`src/rtl/fsq_defs.svh`:
```
// Purpose: constants of the flash self-programming sequencer
// Assumes: 8-bit register port, 3-bit register index
// Notes: tick counts are flash timing ticks, not system clocks
`ifndef FSQ_DEFS_SVH
`define FSQ_DEFS_SVH

// register indices
`define FSQ_OFS_ADDR_HIGH 3'h0
`define FSQ_OFS_ADDR_LOW 3'h1
`define FSQ_OFS_DATA 3'h2
`define FSQ_OFS_MODE 3'h3
`define FSQ_OFS_CMD 3'h4
`define FSQ_OFS_CTRL 3'h5
`define FSQ_OFS_LOW_BOUND 3'h6
`define FSQ_OFS_STATUS 3'h7

// control fields
`define FSQ_CTRL_EN_BIT 7
`define FSQ_CTRL_SEL_MSB 5
`define FSQ_CTRL_MASK 8'h0bf

// status fields
`define FSQ_ST_BUSY_BIT 0
`define FSQ_ST_IGN_BIT 1
`define FSQ_ST_ARMED_BIT 2

// reset values
`define FSQ_RST_BYTE 8'h00

// mode codes
`define FSQ_MODE_STANDBY 8'h00
`define FSQ_MODE_READ 8'h01
`define FSQ_MODE_PROG 8'h02
`define FSQ_MODE_ERASE 8'h03

// command key bytes
`define FSQ_KEY_FIRST 8'h46
`define FSQ_KEY_SECOND 8'hb9

// flash geometry
`define FSQ_FLASH_TOP 17'h1_0000
`define FSQ_PAGE_BITS 9
`define FSQ_BOOT_MAX_PAGES 4'h8

// operation lengths in timing ticks
`define FSQ_READ_TICKS 16'h0001
`define FSQ_PROG_TICKS 16'h001e
`define FSQ_ERASE_TICKS 16'h0fa0

`endif

```
`src/rtl/fsq_pkg.sv`:
```
// Purpose: types of the flash self-programming sequencer
// Assumes: constants live in fsq_defs.svh
// Notes: none
package fsq_pkg;
  typedef logic [7:0] fsq_byte_t;
  typedef logic [15:0] fsq_addr_t;
  typedef logic [2:0] fsq_idx_t;
  typedef enum logic [2:0] {
    ST_IDLE,
    ST_READ,
    ST_OLD,
    ST_PROG,
    ST_ERASE
  } fsq_state_e;
endpackage : fsq_pkg

```
`src/rtl/fsq_sequencer.sv`:
```
// Purpose: flash page erase, byte program and byte read sequencer
// Assumes: CPU stops issuing register accesses while cpu_hold_o is high
// Notes: flash array outputs are levels held for the operation length
//
// How it works
// - boot code modifies app and data zones; app code only data zone
// - boot zone size is a hardware option, disabled up to 4K bytes
// - data zone runs from the low-bound register up to boot start
// - low bound loads from a hardware option or a software write
// - all zones share one 64K byte flash array
// - only page erase, byte program and byte read are offered
// - program only clears bits; erase sets a whole page to ones
// - erase page is 512 bytes with address bits 8..0 zero
// - high and low address registers form the byte address
// - program writes the data register byte into flash
// - read loads the fetched flash byte into the data register
// - mode codes: 03h erase, 02h program, 01h read, 00h standby
// - writes 46h then B9h start an operation; CPU held until done
// - a target beyond the data zone top ignores the trigger
`timescale 1ns/100ps
`include "fsq_defs.svh"
module fsq_sequencer #(
  parameter logic [15:0] READ_TICKS = `FSQ_READ_TICKS,
  parameter logic [15:0] PROG_TICKS = `FSQ_PROG_TICKS,
  parameter logic [15:0] ERASE_TICKS = `FSQ_ERASE_TICKS
) (
  input wire logic clock_i,
  input wire logic reset_n_i,
  input wire fsq_pkg::fsq_idx_t reg_addr_i,
  input wire fsq_pkg::fsq_byte_t reg_wdata_i,
  input wire logic reg_wr_i,
  input wire logic reg_rd_i,
  output fsq_pkg::fsq_byte_t reg_rdata_o,
  input wire logic cpu_in_boot_i,
  input wire logic [3:0] boot_zone_pages_i,
  input wire fsq_pkg::fsq_byte_t low_bound_opt_i,
  output logic cpu_hold_o,
  output fsq_pkg::fsq_addr_t flash_addr_o,
  output fsq_pkg::fsq_byte_t flash_wdata_o,
  input wire fsq_pkg::fsq_byte_t flash_rdata_i,
  output logic flash_read_o,
  output logic flash_prog_o,
  output logic flash_erase_o
);
  import fsq_pkg::*;

  fsq_state_e state_reg;
  fsq_byte_t addr_high_reg;
  fsq_byte_t addr_low_reg;
  fsq_byte_t flash_data_byte_reg;
  fsq_byte_t flash_op_mode_reg;
  fsq_byte_t flash_control_reg;
  fsq_byte_t data_zone_low_bound_reg;
  fsq_byte_t old_byte_reg;
  logic armed_reg;
  logic ignored_reg;
  logic strap_done_reg;
  logic [15:0] op_cnt_reg;
  logic tick;
  logic [3:0] boot_pages;
  logic [16:0] boot_start;
  fsq_addr_t target;
  logic in_range;
  logic modify_ok;
  logic op_ok;
  logic cmd_wr;
  logic fire;
  logic [15:0] limit;
  logic op_last;
  logic read_done;

  assign boot_pages = (boot_zone_pages_i > `FSQ_BOOT_MAX_PAGES) ?
                      `FSQ_BOOT_MAX_PAGES : boot_zone_pages_i;
  // data zone ends below boot start
  assign boot_start = `FSQ_FLASH_TOP -
                      {4'h0, boot_pages, {`FSQ_PAGE_BITS{1'b0}}};
  assign target = {addr_high_reg, addr_low_reg};
  assign in_range = {1'b0, target} < boot_start;
  assign modify_ok = in_range && (cpu_in_boot_i ||
                     {target[15:9], target[8] & ~flash_op_mode_reg[0]} >=
                     data_zone_low_bound_reg);
  always_comb begin
    unique case (flash_op_mode_reg)
      `FSQ_MODE_READ: op_ok = in_range;
      `FSQ_MODE_PROG: op_ok = modify_ok;
      `FSQ_MODE_ERASE: op_ok = modify_ok;
      default: op_ok = 1'b0;
    endcase
    op_ok = op_ok && flash_control_reg[`FSQ_CTRL_EN_BIT];
  end

  assign cmd_wr = reg_wr_i && reg_addr_i == `FSQ_OFS_CMD;
  assign fire = cmd_wr && armed_reg && reg_wdata_i == `FSQ_KEY_SECOND &&
                state_reg == ST_IDLE;

  always_comb begin
    unique case (state_reg)
      ST_PROG: limit = PROG_TICKS;
      ST_ERASE: limit = ERASE_TICKS;
      default: limit = READ_TICKS;
    endcase
  end
  assign op_last = tick && op_cnt_reg == limit - 16'h0001;
  assign read_done = op_last && state_reg == ST_READ;

  fsq_tick_div #(
    .DIV_W(6)
  ) u_tick_div (
    .clock_i(clock_i),
    .reset_n_i(reset_n_i),
    .run_i(state_reg != ST_IDLE),
    .div_i(flash_control_reg[`FSQ_CTRL_SEL_MSB:0]),
    .tick_o(tick)
  );

  always_ff @(posedge clock_i or negedge reset_n_i) begin
    if (!reset_n_i) begin
      armed_reg <= 1'b0;
    end else if (cmd_wr) begin
      armed_reg <= reg_wdata_i == `FSQ_KEY_FIRST;
    end
  end

  always_ff @(posedge clock_i or negedge reset_n_i) begin
    if (!reset_n_i) begin
      addr_high_reg <= `FSQ_RST_BYTE;
      addr_low_reg <= `FSQ_RST_BYTE;
      flash_op_mode_reg <= `FSQ_RST_BYTE;
      flash_control_reg <= `FSQ_RST_BYTE;
    end else if (reg_wr_i) begin
      unique case (reg_addr_i)
        `FSQ_OFS_ADDR_HIGH: addr_high_reg <= reg_wdata_i;
        `FSQ_OFS_ADDR_LOW: addr_low_reg <= reg_wdata_i;
        `FSQ_OFS_MODE: flash_op_mode_reg <= reg_wdata_i;
        `FSQ_OFS_CTRL: flash_control_reg <= reg_wdata_i & `FSQ_CTRL_MASK;
        default: ;
      endcase
    end
  end

  // low bound from option then software
  always_ff @(posedge clock_i or negedge reset_n_i) begin
    if (!reset_n_i) begin
      strap_done_reg <= 1'b0;
      data_zone_low_bound_reg <= `FSQ_RST_BYTE;
    end else if (reg_wr_i && reg_addr_i == `FSQ_OFS_LOW_BOUND) begin
      strap_done_reg <= 1'b1;
      data_zone_low_bound_reg <= reg_wdata_i;
    end else if (!strap_done_reg) begin
      strap_done_reg <= 1'b1;
      data_zone_low_bound_reg <= low_bound_opt_i;
    end
  end

  always_ff @(posedge clock_i or negedge reset_n_i) begin
    if (!reset_n_i) begin
      flash_data_byte_reg <= `FSQ_RST_BYTE;
    end else if (read_done) begin
      flash_data_byte_reg <= flash_rdata_i;
    end else if (reg_wr_i && reg_addr_i == `FSQ_OFS_DATA) begin
      flash_data_byte_reg <= reg_wdata_i;
    end
  end

  always_ff @(posedge clock_i or negedge reset_n_i) begin
    if (!reset_n_i) begin
      ignored_reg <= 1'b0;
    end else if (fire && !op_ok) begin
      ignored_reg <= 1'b1;
    end else if (reg_wr_i && reg_addr_i == `FSQ_OFS_STATUS &&
                 reg_wdata_i[`FSQ_ST_IGN_BIT]) begin
      ignored_reg <= 1'b0;
    end
  end

  always_ff @(posedge clock_i or negedge reset_n_i) begin
    if (!reset_n_i) begin
      state_reg <= ST_IDLE;
      op_cnt_reg <= 16'h0000;
      cpu_hold_o <= 1'b0;
      flash_addr_o <= 16'h0000;
      flash_wdata_o <= `FSQ_RST_BYTE;
      old_byte_reg <= `FSQ_RST_BYTE;
      flash_read_o <= 1'b0;
      flash_prog_o <= 1'b0;
      flash_erase_o <= 1'b0;
    end else begin
      if (tick) begin
        op_cnt_reg <= op_cnt_reg + 16'h0001;
      end
      unique case (state_reg)
        ST_IDLE: begin
          op_cnt_reg <= 16'h0000;
          if (fire && op_ok) begin
            cpu_hold_o <= 1'b1;
            flash_addr_o <= target;
            unique case (flash_op_mode_reg)
              `FSQ_MODE_READ: begin
                state_reg <= ST_READ;
                flash_read_o <= 1'b1;
              end
              `FSQ_MODE_PROG: begin
                state_reg <= ST_OLD;
                flash_read_o <= 1'b1;
              end
              default: begin
                state_reg <= ST_ERASE;
                flash_addr_o <= {target[15:`FSQ_PAGE_BITS],
                                 {`FSQ_PAGE_BITS{1'b0}}};
                flash_erase_o <= 1'b1;
              end
            endcase
          end
        end
        ST_READ: begin
          if (op_last) begin
            state_reg <= ST_IDLE;
            cpu_hold_o <= 1'b0;
            flash_read_o <= 1'b0;
          end
        end
        ST_OLD: begin
          if (op_last) begin
            state_reg <= ST_PROG;
            op_cnt_reg <= 16'h0000;
            old_byte_reg <= flash_rdata_i;
            flash_read_o <= 1'b0;
            flash_prog_o <= 1'b1;
            flash_wdata_o <= flash_rdata_i & flash_data_byte_reg;
          end
        end
        ST_PROG: begin
          if (op_last) begin
            state_reg <= ST_IDLE;
            cpu_hold_o <= 1'b0;
            flash_prog_o <= 1'b0;
          end
        end
        ST_ERASE: begin
          if (op_last) begin
            state_reg <= ST_IDLE;
            cpu_hold_o <= 1'b0;
            flash_erase_o <= 1'b0;
          end
        end
      endcase
    end
  end

  // read port, data valid one cycle after strobe
  always_ff @(posedge clock_i or negedge reset_n_i) begin
    if (!reset_n_i) begin
      reg_rdata_o <= `FSQ_RST_BYTE;
    end else if (!reg_rd_i) begin
      reg_rdata_o <= `FSQ_RST_BYTE;
    end else begin
      unique case (reg_addr_i)
        `FSQ_OFS_ADDR_HIGH: reg_rdata_o <= addr_high_reg;
        `FSQ_OFS_ADDR_LOW: reg_rdata_o <= addr_low_reg;
        `FSQ_OFS_DATA: reg_rdata_o <= flash_data_byte_reg;
        `FSQ_OFS_MODE: reg_rdata_o <= flash_op_mode_reg;
        `FSQ_OFS_CMD: reg_rdata_o <= `FSQ_RST_BYTE;
        `FSQ_OFS_CTRL: reg_rdata_o <= flash_control_reg;
        `FSQ_OFS_LOW_BOUND: reg_rdata_o <= data_zone_low_bound_reg;
        `FSQ_OFS_STATUS: reg_rdata_o <= {5'h00, armed_reg, ignored_reg,
                                         state_reg != ST_IDLE};
      endcase
    end
  end
endmodule : fsq_sequencer

```
`src/rtl/fsq_tick_div.sv`:
```
// Purpose: flash timing tick divider
// Assumes: div_i holds steady while run_i is high
// Notes: one tick every div_i+1 clocks while running
`timescale 1ns/100ps
module fsq_tick_div #(
  parameter int DIV_W = 6
) (
  input wire logic clock_i,
  input wire logic reset_n_i,
  input wire logic run_i,
  input wire logic [DIV_W-1:0] div_i,
  output logic tick_o
);
  logic [DIV_W-1:0] cnt_reg;

  always_ff @(posedge clock_i or negedge reset_n_i) begin
    if (!reset_n_i) begin
      cnt_reg <= '0;
      tick_o <= 1'b0;
    end else if (!run_i) begin
      cnt_reg <= '0;
      tick_o <= 1'b0;
    end else if (cnt_reg == div_i) begin
      cnt_reg <= '0;
      tick_o <= 1'b1;
    end else begin
      cnt_reg <= cnt_reg + DIV_W'(1);
      tick_o <= 1'b0;
    end
  end
endmodule : fsq_tick_div

```
`config.mk`:
```
export PLATFORM = sky130hd
export DESIGN_NAME = fsq_sequencer
export DESIGN_NICKNAME = d
export VERILOG_FILES = /design/src/rtl/fsq_pkg.sv /design/src/rtl/fsq_sequencer.sv /design/src/rtl/fsq_tick_div.sv
export VERILOG_INCLUDE_DIRS = /design/src /design/src/rtl
export SDC_FILE = /design/constraint.sdc
export NUM_CORES = 1
export LEC_CHECK = 0
export BUFFER_PORTS_ARGS = -buffer_cell sky130_fd_sc_hd__buf_4
export CAP_MARGIN = 15
export CORE_ASPECT_RATIO = 1.5
export CORE_MARGIN = 2
export CORE_UTILIZATION = 50
export CTS_CLUSTER_SIZE = 10
export DETAILED_ROUTE_END_ITERATION = 7
export PLACE_DENSITY = 0.72
export SETUP_SLACK_MARGIN = 0.1
export SLEW_MARGIN = 30
export SYNTH_ARGS = -nofsm -noshare
export SYNTH_HDL_FRONTEND = slang
export SYNTH_SLANG_ARGS = --single-unit
```
`constraint.sdc`:
```
create_clock -name clock_i -period 2.9 [get_ports clock_i]
set_clock_uncertainty 0.1 [all_clocks]
set_input_delay 0.29 -clock clock_i [delete_from_list [all_inputs] [get_ports clock_i]]
set_output_delay 0.29 -clock clock_i [all_outputs]
set_load 0.02 [all_outputs]
```
==> parameters.txt, run 1 <==
Parameter                              Value

Outcome
  Outcome ... finished, final reports clean

Cells and area
  Post-route design area ... 0.00669 sq mm
  Area growth from synthesis to final layout ... 16.7%
  Antenna diodes ... 0
  Fraction of final layout cells with drive strength greater than 1 ... 22.4%
  Total Nets Final ... 671
  Final-layout fill cell count ... 931

STA
  Final-report hold violation count ... 0
  Setup Viol. Count Final ... 0
  Transition at the pin with the smallest max-transition slack ... 822 ps
  Post-layout min period ... 2500 ps
  Total Neg Setup Slack ... 0 ps
  Final-report max-slew violation count ... 0
  Max_slew headroom ... 44.9%
  Achievable Freq ... 400 MHz
  Setup repair after global routing missed its margin ... no
  Period Utilization, post-route ... 86.2%

Synthesis
  Multiplexer share of the synthesized area ... 13.7%
  Adder-cell share of the synthesized area ... 3.49%
  Number of distinct library cells after synthesis ... 56
  Post-synthesis share of cell area spent on xor and xnor gates ... 3.82%
  Proportion of synthesized chip area in sequential cells ... 48.9%
  Net count of the mapped netlist ... 606
  Synth Flop Type ... sky130_fd_sc_hd__dfrtp_1
  Post-synthesis compound-gate area fraction ... 10.8%
  Area fraction in and, or, nand and nor cells after synthesis ... 15.4%
  Synth Instances ... 554
  Number of enable flip-flop cells after synthesis ... 0
  Cell Area, Synth ... 0.00573 sq mm
  Async set-reset flop share out of synthesis ... 100%
  Flip-flop and latch count after synthesis ... 112
  Synthesized area per cell ... 10.3 sq um
  Dominant combinational cell family by area after synthesis ... simple AND/OR/NAND/NOR gates
  Synth warnings ... 0

Global route
  Total track usage ... 23.8%
  Number of global-route vias before repair ... 4416
  First-pass GRT wire length ... 22.9 mm
  Number of antenna violations at the first check in global routing ... 0
  Largest net degree at the start of global routing ... 59
  Remaining global-route overflow ... 0

Clocking
  Level count of the clock H-tree ... 3
  Clock tree from TritonCTS ... built
  Number of buffers added by the clock tree synthesis step ... 9
  Total number of clock tree sinks ... 112
  Number of buffers inserted to repair setup after CTS ... 0
  Gates resized, CTS repair ... 0
  Clock-pin transition on the worst setup and hold timing paths ... 70 ps
  Hold buffer count at cts ... 1
  Worst-Skew Late Latency ... 360 ps
  Clock root cell ... sky130_fd_sc_hd__clkbuf_16
  Deepest clock path buffer count ... 2

Worst setup path
  CP Data Required Time ... 3020 ps
  Setup slack of the most critical reg-to-reg path ... 400 ps
  Critical path's largest stage delay ... 580 ps
  Launching element of the worst setup path ... op_cnt_reg[5]
  Worst reg2reg startpoint ... op_cnt_reg[5]
  Ordered list of cells on the worst path ... nor4_1, nand3_1, a211oi_1, and3_1, o21ai_0
  Endpoint arrival time on the critical path ... 2620 ps
  Critical Path Slowest Stage Cell ... sky130_fd_sc_hd__and3_1
  Class of the most critical setup path ... reg -> reg
  Kind of end point of the critical path ... register
  CP startpoint kind ... register
  Maximum fanout count along the critical path ... 16

Drt
  Wire length per cell ... 18.2 um
  DRC violations left ... 0
  Total via count after detailed routing ... 4441
  DRT Pass-1 Iters ... 7
  Starting DRT DRC Count ... 196
  Number of vias per cell ... 5.76
  Wirelength, routed ... 14.0 mm
  Number of routed nets with antenna violations ... 0

Worst hold path
  Class of the worst hold path ... in -> reg
  Source of the worst hold timing path ... flash_rdata_i[4]

Die
  Number of placement rows ... 47
  Total die area ... 0.0124 sq mm
  Y dimension of the die ... 135 um
  Number of top-level pins ... 72
  Effective utilization at floorplan ... 51.6%
  Die outline width ... 91.4 um
  Core box area ... 0.0111 sq mm

Flow run
  Count of maximum capacitance violations ... 0

Pwr
  Static Leakage ... 0.00311 uW
  Worst supply voltage drop on vdd ... 0.311 mV
  Power per cell area ... 589 mW/mm^2
  Overall power consumption ... 3940 uW

Placed design
  Gp weighted congestion ... 0.893
  DPL Wire Length ... 10.4 mm
  Area post-placement ... 0.00640 sq mm
  Number of buffer cells added on primary ports ... 71
-- layer usage --
layer | wire (um) | global-route usage [%] | vias up | part of all wire [%]
li1 | - | - | 2090 | -
met1 | 5610 | 29.0 | 2202 | 40
met2 | 7480 | 42.2 | 121 | 53
met3 | 493 | 2.68 | 28 | 3.5
met4 | 423 | 10.8 | 0 | 3.0
met5 | 0 | 0 | - | 0
-- path summary, 6_finish.rpt --
check / end / cells past startpoint
worst max-delay path: flash_data_byte_reg[5] / 5
worst min-delay path: flash_data_byte_reg[4] / 3
worst max register to register: flash_data_byte_reg[5] / 5
worst min register to register: u_tick_div.cnt_reg[0] / 1
max in group asynchronous: op_cnt_reg[2] / 3
min in group asynchronous: op_cnt_reg[13] / 2
-- area by class of cell --
| type | instances | area (sq um) | area share, % |
|---|---|---|---|
| Timing Repair Buffer | 78 | 601 | 8.98 |
| Inverter | 31 | 116 | 1.74 |
| Clock buffer | 10 | 229 | 3.43 |
| Clock inverter | 6 | 43.8 | 0.655 |
| Sequential cell | 112 | 2800 | 41.9 |
| Multi-Input combinational cell | 387 | 2710 | 40.5 |
| Tap cell | 147 | 184 | 2.75 |
-- worst max-delay path: cells and delay by family (launching register included) --
family	cells	cell delay [ps]
compound gates	2	670
simple gates	3	1140
flops	1	430
-- cell usage after synthesis, drive strengths merged (2+ instances only) --
cell	number	share of area [%]
and3	6	0.66
or3	3	0.33
mux2	40	7.9
inv	31	2.0
o21a	2	0.26
nor2	47	3.1
o21ai	35	3.1
a22oi	7	0.92
nand2	43	2.8
dfrtp	112	49
nand4	8	1.1
and2	2	0.22
ha	16	3.5
nand2b	6	0.66
xor2	14	2.1
nor2b	10	1.1
nor4	7	0.87
and3b	2	0.31
clkbuf	14	0.92
o31ai	2	0.26
o41ai	2	0.31
a22o	2	0.33
nand4b	2	0.31
nand3	22	1.9
a211oi	7	0.92
buf	10	0.87
nor3	6	0.81
a221oi	3	0.46
and4	3	0.46
a21o	2	0.26
a21oi	28	2.4
o211ai	3	0.39
mux2i	31	5.4
xnor2	11	1.7
-- cells in the final DEF, fill, tap and decap left out, drive strengths merged, types with 22 or more instances in the layout --
cell / count
a21oi: 28
buf: 77
dfrtp: 112
inv: 33
mux2: 40
mux2i: 31
nand2: 43
nand3: 22
nor2: 47
o21ai: 35
-- per-stage QoR --
stage	utilization [%]	instances	hold WS [ps]	setup slack (ps)
4_1_cts	60.1	771	35.5	412
6_report	60.1	771	35.2	401
2_1_floorplan	-	554	-106	715
3_3_place_gp	57.6	754	298	419
3_5_place_dp	57.6	754	306	312
5_1_grt	60.1	771	47.0	187
-- power breakdown --
part / internal, uW / total (uW) / switching (uW)
clock network: 588 / 1170 / 578
registers: 1750 / 1980 / 226
logic: 368 / 798 / 430
total: 2710 / 3940 / 1230
-- cell families after synthesis --
kind of cell	count (synthesis)
other	1
buffers and inverters	55
AOI/OAI and AO/OA	101
DFF	112
xor gates and xnor gates	25
adders and majority gates	16
and+or+nand+nor	172
muxes	72
Note: power is estimated with default switching activity, not from simulation.
==> run 2, diff against run 1 <==
--- a/config.mk
+++ b/config.mk
@@ -13,9 +13,8 @@
 export CORE_UTILIZATION = 50
 export CTS_CLUSTER_SIZE = 10
 export DETAILED_ROUTE_END_ITERATION = 7
-export PLACE_DENSITY = 0.72
+export PLACE_DENSITY = 0.7
 export SETUP_SLACK_MARGIN = 0.1
-export SLEW_MARGIN = 30
 export SYNTH_ARGS = -nofsm -noshare
 export SYNTH_HDL_FRONTEND = slang
 export SYNTH_SLANG_ARGS = --single-unit
==> run 2 against run 1 <==
Critical path depth rose by 4; total power increased by 5.6%; cell count up 0.26%; core utilization up 0.66 points; design area is 1.1% higher; sequential power barely moved; highest routed layer unchanged.
==> parameters.txt, run 2 (synthesis results as in run 1) <==
Parameter                              Value

Outcome
  Outcome ... finished, final reports clean

Worst setup path
  Maximum fanout count along the critical path ... 10 (-6)
  Ordered list of cells on the worst path ... nand2b_1, ha_1, nand2b_1, a21oi_1, o221ai_1, a22o_2, nand4_4, buf_4, mux2i_1
  Critical path's largest stage delay ... 440 ps (-140 ps)
  Launching element of the worst setup path ... addr_high_reg[0]
  CP Data Required Time ... 3070 ps (+50 ps)
  Setup slack of the most critical reg-to-reg path ... 390 ps (about the same)
  Most frequent cell on the critical path ... sky130_fd_sc_hd__nand2b_1
  Number of cells on the worst reg-to-reg path ... 9 (+4)
  Critical Path Slowest Stage Cell ... sky130_fd_sc_hd__dfrtp_1
  Worst Setup EP ... flash_addr_o[6]
  CP startpoint kind ... register
  Worst reg2reg startpoint ... addr_high_reg[0]
  Endpoint arrival time on the critical path ... 2680 ps (+60 ps)
  End of the worst register-to-register path ... flash_addr_o[6]
  Kind of end point of the critical path ... register
  Class of the most critical setup path ... reg -> reg

Pwr
  Combinational Power Share ... 19.7% (-0.5 points)
  Worst supply voltage drop on vdd ... 0.295 mV (-5.0%)
  Proportion of total power due to net switching ... 29.9% (-1.4 points)
  Static Leakage ... 0.00315 uW (+1.2%)
  Portion of total power attributed to sequential cells ... 47.7% (-2.5 points)
  Sw power ... 1250 uW (+0.91%)
  Clock group share of total power ... 32.6% (+3.0 points)
  Internal power summed over all cells ... 2920 uW (+7.8%)
  Power per cell area ... 616 mW/mm^2 (+4.5%)

Die
  Core box area ... 0.0111 sq mm (unchanged)
  Number of top-level pins ... 72 (unchanged)
  Total die area ... 0.0124 sq mm (unchanged)
  Effective utilization at floorplan ... 51.6% (unchanged)
  Die outline width ... 91.4 um (unchanged)
  Number of placement rows ... 47 (unchanged)
  Y dimension of the die ... 135 um (unchanged)

Global route
  Total track usage ... 24.9% (+1.1 points)
  Remaining global-route overflow ... 0 (unchanged)
  Number of global-route vias before repair ... 4599 (+4.1%)
  Largest net degree at the start of global routing ... 49 (-17%)
  First-pass GRT wire length ... 23.7 mm (+3.7%)
  Number of antenna violations at the first check in global routing ... 0 (unchanged)

STA
  Post-layout min period ... 2510 ps (+9.16 ps)
  Final worst hold slack ... 50.1 ps (+14.9 ps)
  Achievable Freq ... 399 MHz (-0.36%)
  Final-report max-slew violation count ... 0 (unchanged)
  Setup Viol. Count Final ... 0 (unchanged)
  Period Utilization, post-route ... 86.5% (+0.32 points)
  Setup repair after global routing missed its margin ... no
  Final-report hold violation count ... 0 (unchanged)
  Total Neg Setup Slack ... 0 ps (unchanged)
  Transition at the pin with the smallest max-transition slack ... 822 ps (+0.171 ps)
  Max_slew headroom ... 44.9% (about the same)

Cells and area
  Most common library cell in the layout ignoring fill and taps ... sky130_fd_sc_hd__dfrtp_1
  Most frequent cells in the layout ... sky130_fd_sc_hd__dfrtp_1, sky130_fd_sc_hd__buf_4, sky130_fd_sc_hd__nor2_1, sky130_fd_sc_hd__nand2_1, sky130_fd_sc_hd__mux2_2
  Area occupied by multi-input gates ... 0.00271 sq mm (unchanged)
  Area growth from synthesis to final layout ... 17.9%
  Final core utilization ... 60.8% (+0.66 points)
  Fraction of final layout cells with drive strength greater than 1 ... 22.7% (+0.25 points)
  Post-route design area ... 0.00676 sq mm (+1.1%)
  Antenna diodes ... 0 (unchanged)
  Total Nets Final ... 673 (+0.30%)
  Area taken by flip-flops and latches ... 0.00280 sq mm (unchanged)
  Final-layout fill cell count ... 961 (+3.2%)

Clocking
  Worst-Skew Late Latency ... 350 ps (about the same)
  Clock tree from TritonCTS ... built
  Number of buffers added by the clock tree synthesis step ... 9 (unchanged)
  Clock-pin transition on the worst setup and hold timing paths ... 80 ps (about the same)
  Total number of clock tree sinks ... 112 (unchanged)
  Deepest clock path buffer count ... 2 (unchanged)
  Number of buffers inserted to repair setup after CTS ... 0 (unchanged)
  Gates resized, CTS repair ... 0 (unchanged)
  Level count of the clock H-tree ... 3 (unchanged)
  Clock root cell ... sky130_fd_sc_hd__clkbuf_16

Flow run
  Count of maximum capacitance violations ... 0 (unchanged)

Placed design
  Gp weighted congestion ... 0.927 (+3.8%)
  DPL Wire Length ... 11.0 mm (+5.3%)
  Number of buffer cells added on primary ports ... 71 (unchanged)
  Area post-placement ... 0.00642 sq mm (+0.23%)

Drt
  Total via count after detailed routing ... 4386 (-1.2%)
  Number of vias per cell ... 5.67 (-1.5%)
  DRC violations left ... 0 (unchanged)
  Number of routed nets with antenna violations ... 0 (unchanged)
  Wirelength, routed ... 14.5 mm (+3.1%)
  DRT Pass-1 Iters ... 5 (-2)
  Starting DRT DRC Count ... 175 (-11%)
  Wire length per cell ... 18.7 um (+2.9%)

Worst hold path
  Class of the worst hold path ... in -> reg
## run 2: changes by cell type in the layout (fill, tap and decap cells not counted), sizes merged
| cell | delta |
|---|---|
| buf | +2 |
| bufinv | +2 |
| clkbuf | +1 |
| clkinv | -1 |
| clkinvlp | -1 |
| inv | -1 |
## run 2: area by class of cell
type                       count  area share (%)
clock buffer                  11            3.59
clock inverter                 5            1.31
inverter                      31            1.72
multi-input combinational    387            40.1
sequential                   112            41.5
tap                          147            2.72
timing repair buffer          80            9.11
## run 2: layer usage
layer,up-vias,global-route usage (%),wire length [um]
met3,36,4.35,630
met1,2134,29.2,5710
met2,112,43.9,7560
li1,2104,-,-
met5,-,0,0
met4,0,12.0,552
## run 2: how the worst min path moves through the flow
stage	start	end	slack (ps)	depth (start not counted)
floorplan	reset_n_i	addr_high_reg[0]	-110	0
global placement	reset_n_i	state_reg[1]	260	1
detailed placement	reset_n_i	addr_high_reg[0]	260	1
CTS	flash_rdata_i[4]	flash_data_byte_reg[4]	40	3
global route	flash_rdata_i[6]	flash_data_byte_reg[6]	60	3
finish	flash_rdata_i[4]	flash_data_byte_reg[4]	50	3
## run 2: critical path, delay by kind of cell, from the launching register on
family                     cells  cell delay, ps
and+or+nand+nor                3             460
buffers and inverters          1             250
DFF                            1             440
AOI/OAI and AO/OA              3             680
muxes                          1             210
adders and majority gates      1             270
## run 2: power by group through the flow
stage / Combinational [uW] / Clock (uW) / Sequential (uW)
after floorplan: 525 / 0 / 1940
after global placement: 785 / 0 / 2010
after detailed placement: 823 / 0 / 2010
after CTS: 827 / 1390 / 1980
after global routing: 913 / 1440 / 2020
final: 820 / 1360 / 1980
## run 2: repair_timing
action	in CTS	in global routing
endpoints found under the hold margin	46	0
setup endpoints to repair	0	0
hold buffers	1	0
## run 2: metrics by stage
step,std cells,total power [uW],setup WS [ps]
finish,773,4160,391
CTS,773,4200,371
global route,773,4370,234
global placement,756,2790,366
detailed placement,756,2840,247
floorplan,554,2470,715
